--- src/pkg/sdx_pkg.sv ---
`default_nettype none
package sdx_pkg;
    // telegram geometry
    localparam int          TEL_BYTES     = 8;
    localparam int          TEL_BITS      = 64;
    localparam int          ID_BITS       = 11;
    localparam int          NODE_BITS     = 7;
    localparam logic [10:0] REQ_BASE_ID   = 11'h600;
    localparam logic [10:0] RSP_BASE_ID   = 11'h580;
    // specifier codes
    localparam logic [7:0]  SPEC_UPL_REQ  = 8'h40;
    localparam logic [7:0]  SPEC_UPL_1    = 8'h4F;
    localparam logic [7:0]  SPEC_UPL_2    = 8'h4B;
    localparam logic [7:0]  SPEC_UPL_3    = 8'h47;
    localparam logic [7:0]  SPEC_UPL_4    = 8'h43;
    localparam logic [7:0]  SPEC_DNL_REQ  = 8'h22;
    localparam logic [7:0]  SPEC_DNL_1    = 8'h2F;
    localparam logic [7:0]  SPEC_DNL_2    = 8'h2B;
    localparam logic [7:0]  SPEC_DNL_3    = 8'h27;
    localparam logic [7:0]  SPEC_DNL_4    = 8'h23;
    localparam logic [7:0]  SPEC_DNL_ACK  = 8'h60;
    localparam logic [7:0]  SPEC_ABORT    = 8'h80;
    // abort codes
    localparam logic [31:0] ERR_BAD_CMD   = 32'h05040001;
    localparam logic [31:0] ERR_NO_OBJ    = 32'h06020000;
    // long string objects not served here
    localparam logic [15:0] IDX_DEV_NAME  = 16'h1008;
    localparam logic [15:0] IDX_HW_VER    = 16'h1009;
    localparam logic [15:0] IDX_SW_VER    = 16'h100A;
    // byte positions in the 64-bit telegram, byte 0 in bits 7:0
    localparam int          POS_SPEC      = 0;
    localparam int          POS_IDX_LO    = 8;
    localparam int          POS_IDX_HI    = 16;
    localparam int          POS_SUB       = 24;
    localparam int          POS_VAL       = 32;
    // bus-load averaging window
    localparam int          CLK_HZ        = 100_000_000;
    localparam int          LOAD_WIN_MS   = 100;
    localparam int          LOAD_WIN_CYC  = CLK_HZ / 1000 * LOAD_WIN_MS;
endpackage
`default_nettype wire

--- src/pkg/sdx_link_if.sv ---
`timescale 1ns/1ps
`default_nettype none
// one telegram each way: request client to server, reply server to client
interface sdx_link_if;
    logic        req_valid;
    logic        req_ready;
    logic [10:0] req_id;
    logic [63:0] req_data;
    logic        rsp_valid;
    logic        rsp_ready;
    logic [10:0] rsp_id;
    logic [63:0] rsp_data;
    modport server (
        input  req_valid, req_id, req_data, rsp_ready,
        output req_ready, rsp_valid, rsp_id, rsp_data
    );
    modport client (
        output req_valid, req_id, req_data, rsp_ready,
        input  req_ready, rsp_valid, rsp_id, rsp_data
    );
endinterface
`default_nettype wire

--- src/design/sdx_load_avg.sv ---
`timescale 1ns/1ps
`default_nettype none
// busy-cycle share over a fixed window, in percent
module sdx_load_avg #(
    parameter int WIN_CYC = sdx_pkg::LOAD_WIN_CYC
) (
    input  wire logic       clk_in,
    input  wire logic       nrst_in,
    input  wire logic       busy_in,
    output logic      [6:0] load_pct_out
);
    localparam int CW = $clog2(WIN_CYC + 1);
    logic [CW-1:0] win_q;
    logic [CW-1:0] busy_q;
    logic [CW+6:0] prod;
    wire           win_end = (win_q == CW'(WIN_CYC - 1));

    assign prod = (CW+7)'(busy_q) * (CW+7)'(100);

    // window and busy counters, figure updated once per window
    always_ff @(posedge clk_in or negedge nrst_in) begin
        if (!nrst_in) begin
            win_q        <= '0;
            busy_q       <= '0;
            load_pct_out <= 7'h00;
        end else if (win_end) begin
            win_q        <= '0;
            busy_q       <= '0;
            load_pct_out <= 7'(prod / (CW+7)'(WIN_CYC));
        end else begin
            win_q  <= win_q + CW'(1);
            busy_q <= busy_q + CW'(busy_in);
        end
    end
endmodule
`default_nettype wire

--- src/design/sdx_server.sv ---
`timescale 1ns/1ps
`default_nettype none
// What this block does
// - entry selected by 16-bit index, 8-bit sub-index
// - server acts only on client requests
// - one request then exactly one reply
// - one request id, one reply id
// - telegrams are 8 bytes, byte 0 specifier
// - long string objects refused
// - upload request 0x600+node, 0x40, zeros
// - upload reply 0x580+node, echo, value
// - index and value little-endian
// - short values sit in lowest bytes
// - upload specifier encodes valid byte count
// - download request 0x600+node, 0x22, value
// - download confirmed, upload echoes index
// - bus load averaged over long window
// - download confirm 0x60, echo, zeros
// - abort 0x80, echo, little-endian error code
// - abort bad specifier or missing object
// - accept size-coded download, use low bytes
module sdx_server #(
    parameter int LOAD_WIN = sdx_pkg::LOAD_WIN_CYC
) (
    input  wire logic       clk_in,
    input  wire logic       nrst_in,
    input  wire logic [6:0] node_id_in,
    sdx_link_if.server      link,
    // object dictionary access, answered combinationally
    output logic            od_rd_out,
    output logic            od_wr_out,
    output logic     [15:0] od_index_out,
    output logic      [7:0] od_sub_out,
    output logic     [31:0] od_wdata_out,
    input  wire logic       od_exists_in,
    input  wire logic [2:0] od_len_in,
    input  wire logic[31:0] od_rdata_in,
    output logic      [6:0] bus_load_out
);
    typedef enum logic [1:0] {SDX_IDLE, SDX_EXEC, SDX_REPLY} sdx_state_t;
    sdx_state_t  state_q;
    logic [63:0] req_q;
    logic [63:0] rsp_q;

    ////////////////////////////////////////////////////////////////////
    // request field decode
    wire [7:0]  spec    = req_q[sdx_pkg::POS_SPEC +: 8];
    wire [15:0] index   = {req_q[sdx_pkg::POS_IDX_HI +: 8],
                           req_q[sdx_pkg::POS_IDX_LO +: 8]};
    wire [7:0]  sub     = req_q[sdx_pkg::POS_SUB +: 8];
    wire [31:0] value   = req_q[sdx_pkg::POS_VAL +: 32];
    wire [23:0] echo    = req_q[31:8];
    wire        my_id   = link.req_id ==
        (sdx_pkg::REQ_BASE_ID + {4'h0, node_id_in});
    wire        is_upl  = spec == sdx_pkg::SPEC_UPL_REQ;
    wire        is_dnl  = spec == sdx_pkg::SPEC_DNL_REQ ||
                          spec == sdx_pkg::SPEC_DNL_1 ||
                          spec == sdx_pkg::SPEC_DNL_2 ||
                          spec == sdx_pkg::SPEC_DNL_3 ||
                          spec == sdx_pkg::SPEC_DNL_4;
    wire        is_long = index == sdx_pkg::IDX_DEV_NAME ||
                          index == sdx_pkg::IDX_HW_VER ||
                          index == sdx_pkg::IDX_SW_VER;
    wire        found   = od_exists_in && !is_long && od_len_in != 3'h0 &&
                          od_len_in <= 3'h4;

    ////////////////////////////////////////////////////////////////////
    // dictionary strobes during the single execute cycle
    assign od_index_out = index;
    assign od_sub_out   = sub;
    assign od_rd_out    = state_q == SDX_EXEC && is_upl;
    assign od_wr_out    = state_q == SDX_EXEC && is_dnl && found;
    // only low bytes up to the entry length are kept
    wire [31:0] len_mask = od_len_in == 3'h1 ? 32'h000000FF :
                           od_len_in == 3'h2 ? 32'h0000FFFF :
                           od_len_in == 3'h3 ? 32'h00FFFFFF : 32'hFFFFFFFF;
    assign od_wdata_out = value & len_mask;

    // upload specifier from entry length
    wire [7:0] upl_spec = od_len_in == 3'h1 ? sdx_pkg::SPEC_UPL_1 :
                          od_len_in == 3'h2 ? sdx_pkg::SPEC_UPL_2 :
                          od_len_in == 3'h3 ? sdx_pkg::SPEC_UPL_3 :
                                              sdx_pkg::SPEC_UPL_4;

    // reply telegram assembly
    wire [63:0] rsp_d =
        !(is_upl || is_dnl) ?
            {sdx_pkg::ERR_BAD_CMD, echo, sdx_pkg::SPEC_ABORT} :
        !found ?
            {sdx_pkg::ERR_NO_OBJ, echo, sdx_pkg::SPEC_ABORT} :
        is_upl ?
            {od_rdata_in & len_mask, echo, upl_spec} :
            {32'h00000000, echo, sdx_pkg::SPEC_DNL_ACK};

    ////////////////////////////////////////////////////////////////////
    // link outputs
    assign link.req_ready = state_q == SDX_IDLE;
    assign link.rsp_valid = state_q == SDX_REPLY;
    assign link.rsp_data  = rsp_q;
    assign link.rsp_id    = sdx_pkg::RSP_BASE_ID + {4'h0, node_id_in};

    // take request, execute, hold reply until taken
    always_ff @(posedge clk_in or negedge nrst_in) begin
        if (!nrst_in) begin
            state_q <= SDX_IDLE;
            req_q   <= 64'h0;
            rsp_q   <= 64'h0;
        end else begin
            unique case (state_q)
                SDX_IDLE: begin
                    if (link.req_valid && my_id) begin
                        req_q   <= link.req_data;
                        state_q <= SDX_EXEC;
                    end
                end
                SDX_EXEC: begin
                    rsp_q   <= rsp_d;
                    state_q <= SDX_REPLY;
                end
                SDX_REPLY: begin
                    if (link.rsp_ready) begin
                        state_q <= SDX_IDLE;
                    end
                end
                default: state_q <= SDX_IDLE;
            endcase
        end
    end

    ////////////////////////////////////////////////////////////////////
    // bus load: link busy while a telegram is offered either way
    sdx_load_avg #(
        .WIN_CYC (LOAD_WIN)
    ) u_load (
        .clk_in       (clk_in),
        .nrst_in      (nrst_in),
        .busy_in      (link.req_valid || link.rsp_valid),
        .load_pct_out (bus_load_out)
    );
endmodule
`default_nettype wire

--- src/flat_wrapper.sv ---
// flat-port wrapper written by rule: the top's interface ports become plain ports
module sdx_server_flat 
#(
    parameter int LOAD_WIN = sdx_pkg::LOAD_WIN_CYC
)
  (clk_in, nrst_in, node_id_in, od_rd_out, od_wr_out, od_index_out, od_sub_out, od_wdata_out, od_exists_in, od_len_in, od_rdata_in, bus_load_out, link_req_valid, link_req_id, link_req_data, link_rsp_ready, link_req_ready, link_rsp_valid, link_rsp_id, link_rsp_data);
  sdx_link_if link_i ();
  input  wire logic clk_in;
  input  wire logic nrst_in;
  input  wire logic [6:0] node_id_in;
  output logic od_rd_out;
  output logic od_wr_out;
  output logic     [15:0] od_index_out;
  output logic      [7:0] od_sub_out;
  output logic     [31:0] od_wdata_out;
  input  wire logic od_exists_in;
  input  wire logic [2:0] od_len_in;
  input  wire logic[31:0] od_rdata_in;
  output logic      [6:0] bus_load_out;
  input wire logic [$bits(link_i.req_valid)-1:0] link_req_valid;
  input wire logic [$bits(link_i.req_id)-1:0] link_req_id;
  input wire logic [$bits(link_i.req_data)-1:0] link_req_data;
  input wire logic [$bits(link_i.rsp_ready)-1:0] link_rsp_ready;
  output wire logic [$bits(link_i.req_ready)-1:0] link_req_ready;
  output wire logic [$bits(link_i.rsp_valid)-1:0] link_rsp_valid;
  output wire logic [$bits(link_i.rsp_id)-1:0] link_rsp_id;
  output wire logic [$bits(link_i.rsp_data)-1:0] link_rsp_data;
  assign link_i.req_valid = link_req_valid;
  assign link_i.req_id = link_req_id;
  assign link_i.req_data = link_req_data;
  assign link_i.rsp_ready = link_rsp_ready;
  assign link_req_ready = link_i.req_ready;
  assign link_rsp_valid = link_i.rsp_valid;
  assign link_rsp_id = link_i.rsp_id;
  assign link_rsp_data = link_i.rsp_data;
  sdx_server #(.LOAD_WIN(LOAD_WIN)) u_core (.clk_in(clk_in), .nrst_in(nrst_in), .node_id_in(node_id_in), .link(link_i), .od_rd_out(od_rd_out), .od_wr_out(od_wr_out), .od_index_out(od_index_out), .od_sub_out(od_sub_out), .od_wdata_out(od_wdata_out), .od_exists_in(od_exists_in), .od_len_in(od_len_in), .od_rdata_in(od_rdata_in), .bus_load_out(bus_load_out));
endmodule
--- config.mk ---
export PLATFORM = sky130hd
export DESIGN_NAME = sdx_server_flat
export DESIGN_NICKNAME = d
export VERILOG_FILES = /design/src/pkg/sdx_pkg.sv /design/src/pkg/sdx_link_if.sv /design/src/design/sdx_load_avg.sv /design/src/design/sdx_server.sv /design/src/flat_wrapper.sv
export SDC_FILE = /design/constraint.sdc
export NUM_CORES = 1
export LEC_CHECK = 0
export BUFFER_PORTS_ARGS = -buffer_cell sky130_fd_sc_hd__buf_4
export CAP_MARGIN = 0
export CORE_MARGIN = 2
export CORE_UTILIZATION = 40
export CTS_BUF_LIST = sky130_fd_sc_hd__clkbuf_8
export DETAILED_ROUTE_END_ITERATION = 7
export SYNTH_ARGS = -nofsm -noshare
export SYNTH_HDL_FRONTEND = slang
export SYNTH_HIERARCHICAL = 1
export SYNTH_SLANG_ARGS = --single-unit
--- constraint.sdc ---
create_clock -name clk_in -period 14.62 [get_ports clk_in]
set_input_delay 1.462 -clock clk_in [delete_from_list [all_inputs] [get_ports clk_in]]
set_output_delay 1.462 -clock clk_in [all_outputs]
set_load 0.03 [all_outputs]
==> results of run 1 <==
## final cells by class
cell class                      count  area (µm²)
Antenna cell                        1       2.502
Clock buffer                       18       247.7
Clock inverter                     14       161.4
Fill cell                        4939       25830
Inverter                          104       390.4
Multi-Input combinational cell   2056       15350
Sequential cell                   183        4581
Tap cell                          680       850.8
Timing Repair Buffer              472        3582
## layer usage
metal / part of all wire [%] / GRT usage, %
met2: 47 / 46.88
met1: 43 / 36.22
met5: 0.021 / 0
met4: 3.5 / 10.16
met3: 6.0 / 3.965
## worst paths after layout
check                                                       endpoint  slack [ns]  cells after the start
setup / recovery           u_core/u_load/load_pct_out[0]$_DFFE_PN0N_        0.55                     48
setup reg to reg           u_core/u_load/load_pct_out[0]$_DFFE_PN0N_        0.55                     48
min in group asynchronous               u_core/req_q[31]$_DFFE_PN0P_        1.04                      1
max in group asynchronous          u_core/u_load/win_q[22]$_DFF_PN0_       11.93                      2
hold reg to reg                     u_core/u_load/win_q[4]$_DFF_PN0_        0.48                      1
hold / removal                      u_core/u_load/win_q[4]$_DFF_PN0_        0.48                      1
## placed cells by master, fill, tap and decap left out, types with 16 or more instances in the layout
master / instances
nor2b_1: 18
inv_1: 103
xnor2_1: 153
nand2_1: 253
and3_1: 40
o211ai_1: 24
fa_1: 19
nor2_1: 207
ha_1: 79
a31oi_1: 28
and2_1: 52
o21a_1: 19
o22ai_1: 23
mux2_4: 41
xor2_1: 44
a211o_1: 16
a32o_1: 26
a21o_1: 23
xnor2_2: 17
nand4_1: 35
a21oi_1: 135
clkbuf_8: 19
nor3_1: 69
o21ai_0: 94
nand3_1: 84
dfrtp_1: 182
nor4_1: 29
o21ai_1: 16
a211oi_1: 32
buf_4: 467
mux2_2: 25
nand2b_1: 18
## registers in the layout, summed over array words and instances, names as in the netlist
signal / count
u_core/u_load/win_q: 24
u_core/req_q: 64
u_core/u_load/load_pct_out: 7
u_core/u_load/busy_q: 24
u_core/link.rsp_data: 62
u_core/state_q: 2
## logic make-up (layout without fill, tap and decap cells)
family	count (synthesis)	after routing
muxes	83	83
adders and majority gates	103	103
xor gates and xnor gates	221	221
AOI/OAI and AO/OA	704	704
and+or+nand+nor	940	940
other	2	6
DFF	183	183
buffers and inverters	254	608
## synth_stat cells (26+ instances only)
master and n:
nand2_1 254, nor2_1 210, dfrtp_1 183, xnor2_1 163, a21oi_1 142, inv_1 102, o21ai_0 98, nand3_1 86
ha_1 83, nor3_1 71, and2_1 55, buf_4 55, clkbuf_1 55, xor2_1 46, and3_1 42, mux2_4 40
a211oi_1 38, nand4_1 35, a31oi_1 34, nor4_1 31, a32o_1 26, mux2_2 26
## stage by stage
step                      util, %  setup WS [ns]  setup TNS (ns)  hold slack [ns]
final                       49.35         0.5525               0           0.4788
after global routing        49.35       -0.08332        -0.08332           0.5042
after CTS                   47.55        0.03985               0           0.4797
after detailed placement    46.63        -0.1973         -0.1973           0.4614
after global placement      46.63        0.01372               0           0.4602
after floorplan                 -         0.8761               0           0.4387
## repair_timing
action,CTS,global route
setup buffers,3,39
cloned,0,0
gates resized for setup,8,110
endpoints found under the setup margin,1,1
pin swaps,1,34
## worst max-delay path, delay by kind of cell (launching register included)
kind | cells | cell delay [ns]
buffers and inverters | 4 | 0.73
XOR/XNOR | 3 | 0.54
AO/OA/AOI/OAI | 23 | 6.52
AND/OR/NAND/NOR | 14 | 4.20
flip-flops | 1 | 0.47
adder cells (fa/ha/maj) | 4 | 1.47
==> flow_metrics.env, run 1 <==
export IMPL_area_growth_syn_to_layout_pct=22.52
export IMPL_start_kind="register"
export IMPL_antenna_left=0
export IMPL_ios=264
export IMPL_critPathMaxFanout=12
export IMPL_initial_core_util_pct=40.28
export IMPL_clock_fmax_mhz=71.09
export IMPL_synthAdderAreaFrac_pct=6.957
export IMPL_fin_skew_ns=0.02219
export IMPL_cts_max_path_buffers=2
export IMPL_clkTransAtPathRegs_ns=0.10
export IMPL_dpl_cell_count=3453
export IMPL_die_area_um2=53170
export IMPL_grt_max_degree=108
export IMPL_wl_per_cell_um=21.56
export IMPL_fin_crit_sh_pct=96.22
export IMPL_crit_arrival_ns=14.47
export IMPL_syn_avg_cell_area_um2=8.248
export IMPL_cts_hold_buf=0
export IMPL_grt_overflow=0
export IMPL_drv_cap=0
export IMPL_synthesis_area_um2=20540
export IMPL_coreArea_um2=50990
export IMPL_hold_path_class="reg -> reg"
export IMPL_fin_nets=3058
export IMPL_cts_tree="done"
export IMPL_yosysWarnings=6
export IMPL_initialDrtViolationCount=1829
export IMPL_synth_top_family_by_area="compound AO/OA/AOI/OAI gates"
export IMPL_place_congestion=1.047
export IMPL_first_pass_iters=8
export IMPL_maxSlewHeadroom_pct=29.29
export IMPL_synth_seq_cells=183
export IMPL_worstPathRequired_ns=15.02
export IMPL_hold_viol=0
export IMPL_clock_root_buffer="clkbuf_8"
export IMPL_setup_viol_count_final=0
export IMPL_post_route_drc_count=0
export IMPL_synth_cells=2490
export IMPL_synth_cell_types=136
export IMPL_synth_compound_area_share_pct=26.06
export IMPL_synthMuxAreaShare_pct=5.197
export IMPL_drv_slew=0
export IMPL_layout_drive_gt1_share_pct=27.47
export IMPL_die_h_um=230.6
export IMPL_hold_start="u_core/u_load/win_q[4]$_DFF_PN0_"
export IMPL_ys_seq_area_share_pct=22.30
export IMPL_cts_buffers=17
export IMPL_grt_pass1_wl_mm=117.9
export IMPL_synthArstFlopShare_pct=100.0
export IMPL_antenna_found_initial=2
export IMPL_clock_latency_ns=0.50
export IMPL_die_x_um=230.6
export IMPL_status="finished, final reports clean"
export IMPL_yosysTopAreaCell="dfrtp_1"
export IMPL_dp_hpwl_mm=61.09
export IMPL_grtUsageTotal_pct=27.83
export IMPL_fin_area_um2=25160
export IMPL_worst_r2r_startpoint="u_core/u_load/busy_q[2]$_DFF_PN0_"
export IMPL_wl_mm=76.08
export IMPL_num_vias=21140
export IMPL_htree_num_levels=4
export IMPL_synth_edf_count=0
export IMPL_post_route_min_period_ns=14.07
export IMPL_post_dp_cell_area_um2=23780
export IMPL_final_cell_count_no_fill=3528
export IMPL_critPathLaunch="u_core/u_load/busy_q[2]$_DFF_PN0_"
export IMPL_clkSinkCount=183
export IMPL_grt_pass1_vias=20730
export IMPL_max_stage_delay_ns=0.61
export IMPL_synth_top_area_share_pct=22.30
export IMPL_synth_simple_area_share_pct=23.33
export IMPL_viasPerCell=5.991
export IMPL_worst_slew_pin_slew_ns=1.061
export IMPL_row_count=83
export IMPL_synth_flop_cell="dfrtp_1"
export IMPL_port_buffers=258
export IMPL_critPathKind="reg -> reg"
export IMPL_end_kind="register"
export IMPL_synth_xor_area_share_pct=9.918
export IMPL_synth_area_leaders="dfrtp_1 (22%), xnor2_1 (7.0%), ha_1 (5.1%)"
export IMPL_slowest_stage="or4b_2"
Power of run 1 is left out: the tool's default activity adds up to more than one toggle a clock period on the data nets, which glitch-free logic cannot reach.
==> inputs of run 2 (changes only) <==
--- a/config.mk
+++ b/config.mk
@@ -8,9 +8,10 @@
 export BUFFER_PORTS_ARGS = -buffer_cell sky130_fd_sc_hd__buf_4
 export CAP_MARGIN = 0
 export CORE_MARGIN = 2
-export CORE_UTILIZATION = 40
+export CORE_UTILIZATION = 65
 export CTS_BUF_LIST = sky130_fd_sc_hd__clkbuf_8
 export DETAILED_ROUTE_END_ITERATION = 7
+export PLACE_DENSITY = 0.88
 export SYNTH_ARGS = -nofsm -noshare
 export SYNTH_HDL_FRONTEND = slang
 export SYNTH_HIERARCHICAL = 1
==> constraint.sdc (replaced) <==
create_clock -name clk_in -period 18.13 [get_ports clk_in]
set_input_delay 1.813 -clock clk_in [delete_from_list [all_inputs] [get_ports clk_in]]
set_output_delay 1.813 -clock clk_in [all_outputs]
set_load 0.03 [all_outputs]
==> run 2 against run 1 <==
  * The run now ends with DRC left
  * Register-to-register slack better by 0.27 ns
  * Utilization grew 24 points
  * Hold slack better by 0.024 ns
  * Sequential cell count did not move
  * Setup slack improved by 0.27 ns
  * Clock skew up 0.0015 ns
  * First-iteration DRC count is 50% higher
  * Non-clock buffer count decreased by 183
  * Routed wire length is 7.1% lower
  * Global-route usage up 14 points
  * Fmax down 19%
==> flow_metrics.env, run 2 (synthesis gave the netlist of run 1 again) <==
export IMPL_crit_arrival_ns=17.68
export IMPL_clkSinkCount=183
export IMPL_seqCellArea_um2=4581
export IMPL_antenna_found_initial=4
export IMPL_wl_per_cell_um=23.02
export IMPL_maxSlewHeadroom_pct=18.80
export IMPL_rsz0062_at_grt="no"
export IMPL_min_delay_worst_endpoint="u_core/link.rsp_data[19]$_DFFE_PN0N_"
export IMPL_htree_num_levels=4
export IMPL_clock_latency_ns=0.49
export IMPL_drv_slew=0
export IMPL_coreArea_um2=31310
export IMPL_clock_fmax_mhz=57.77
export IMPL_multi_input_area_um2=14730
export IMPL_wl_mm=70.68
export IMPL_antenna_left=0
export IMPL_largest_reg_flops=64
export IMPL_r2r_end="u_core/u_load/load_pct_out[0]$_DFFE_PN0N_"
export IMPL_cts_max_path_buffers=2
export IMPL_hold_viol=0
export IMPL_initial_core_util_pct=65.59
export IMPL_clock_root_buffer="clkbuf_8"
export IMPL_hold_depth=2
export IMPL_critPathMaxFanout=27
export IMPL_end_kind="register"
export IMPL_start_kind="register"
export IMPL_grt_max_degree=69
export IMPL_place_congestion=1.046
export IMPL_crit_top_cell="a21o_1"
export IMPL_area_growth_syn_to_layout_pct=11.11
export IMPL_grtUsageTotal_pct=42.23
export IMPL_ff2ff_setup_slack_ns=0.82
export IMPL_crit_family="compound AO/OA/AOI/OAI gates"
export IMPL_fin_skew_ns=0.02369
export IMPL_viasPerCell=6.949
export IMPL_hold_path_class="reg -> reg"
export IMPL_post_route_min_period_ns=17.31
export IMPL_cts_buffers=17
export IMPL_initialDrtViolationCount=2735
export IMPL_largest_register="u_core/req_q"
export IMPL_fill_cells=2266
export IMPL_max_stage_delay_ns=0.78
export IMPL_drv_cap=0
export IMPL_slowest_stage="nor4_2"
export IMPL_status="finished with violations"
export IMPL_cts_hold_buf=0
export IMPL_grt_pass1_vias=20560
export IMPL_final_cell_mix="buf_4 (288), nand2_1 (254), nor2_1 (210)"
export IMPL_worst_r2r_startpoint="u_core/u_load/busy_q[2]$_DFF_PN0_"
export IMPL_num_vias=21330
export IMPL_post_route_drc_count=2
export IMPL_cts_tree="done"
export IMPL_hold_start="u_core/link.rsp_data[19]$_DFFE_PN0N_"
export IMPL_worst_r2r_path_depth=46
export IMPL_clkTransAtPathRegs_ns=0.10
export IMPL_port_buffers=258
export IMPL_first_pass_iters=8
export IMPL_failed_checks="DRC"
export IMPL_row_count=65
export IMPL_die_x_um=181.8
export IMPL_worstPathRequired_ns=18.50
export IMPL_ios=264
export IMPL_fin_nets=2877
export IMPL_mostFrequentLayoutCell="buf_4"
export IMPL_die_h_um=181.8
export IMPL_path_buf_inv=3
export IMPL_fin_crit_sh_pct=95.47
export IMPL_die_area_um2=33030
export IMPL_grt_pass1_wl_mm=112.0
export IMPL_fin_tns_setup_ns=0
export IMPL_worst_slew_pin_slew_ns=1.209
export IMPL_grt_overflow=0
export IMPL_critPathKind="reg -> reg"
export IMPL_dp_hpwl_mm=52.93
export IMPL_layout_drive_gt1_share_pct=19.47
export IMPL_setup_viol_count_final=0
-- run 2: metrics by stage --
step / setup slack [ns] / area [µm²] / hold slack (ns) / utilization, % / instances
after detailed placement: 0.7853 / 22350 / 0.4677 / 71.36 / 3033
after global routing: 0.03464 / 22820 / 0.5269 / 72.88 / 3070
final: 0.8206 / 22820 / 0.5031 / 72.88 / 3070
after global placement: 1.414 / 22350 / 0.4565 / 71.36 / 3033
after floorplan: 4.386 / 20550 / 0.4387 / - / 2493
after CTS: 0.6742 / 22780 / 0.5027 / 72.76 / 3065
-- run 2: repair_timing --
item | CTS | global route
endpoints found under the setup margin | 0 | 1
setup buffers | 0 | 0
resized for setup | 0 | 1
-- run 2: layout make-up --
cell class	count	share of cell area, %
multi-input cells	2058	64.56
repair buffers	289	9.524
clock buffers	18	1.086
flip-flops and latches	183	20.07
diodes	2	0.02193
clock inverters	14	0.8225
well taps	402	2.204
inverters	104	1.711
-- run 2: worst max-delay path by stage --
| stage | start | endpoint | slack [ns] | cells after the start |
|---|---|---|---|---|
| 3_5_place_dp | u_core/u_load/busy_q[2]$_DFF_PN0_ | u_core/u_load/load_pct_out[0]$_DFFE_PN0N_ | 0.79 | 46 |
| 3_3_place_gp | u_core/u_load/busy_q[2]$_DFF_PN0_ | u_core/u_load/load_pct_out[0]$_DFFE_PN0N_ | 1.41 | 46 |
| 6_report | u_core/u_load/busy_q[2]$_DFF_PN0_ | u_core/u_load/load_pct_out[0]$_DFFE_PN0N_ | 0.82 | 46 |
| 2_1_floorplan | u_core/u_load/busy_q[2]$_DFF_PN0_ | u_core/u_load/load_pct_out[0]$_DFFE_PN0N_ | 4.39 | 52 |
| 4_1_cts | u_core/u_load/busy_q[2]$_DFF_PN0_ | u_core/u_load/load_pct_out[0]$_DFFE_PN0N_ | 0.67 | 46 |
| 5_1_grt | u_core/u_load/busy_q[2]$_DFF_PN0_ | u_core/u_load/load_pct_out[0]$_DFFE_PN0N_ | 0.03 | 46 |
-- run 2: routing by layer --
metal | part of all wire [%] | global-route usage (%)
met5 | 0 | 0
met4 | 5.7 | 20.78
met3 | 11 | 11.41
met2 | 46 | 68.20
met1 | 38 | 52.36
-- run 2: worst register-to-register path: cells and delay by family (launching register included) --
family,cells,cell delay (ns)
DFF,1,0.60
xor gates and xnor gates,3,0.98
buffers and inverters,3,0.86
and+or+nand+nor,16,6.41
adders and majority gates,4,1.54
AOI/OAI and AO/OA,20,6.76
Power of run 2 is left out for the same reason.
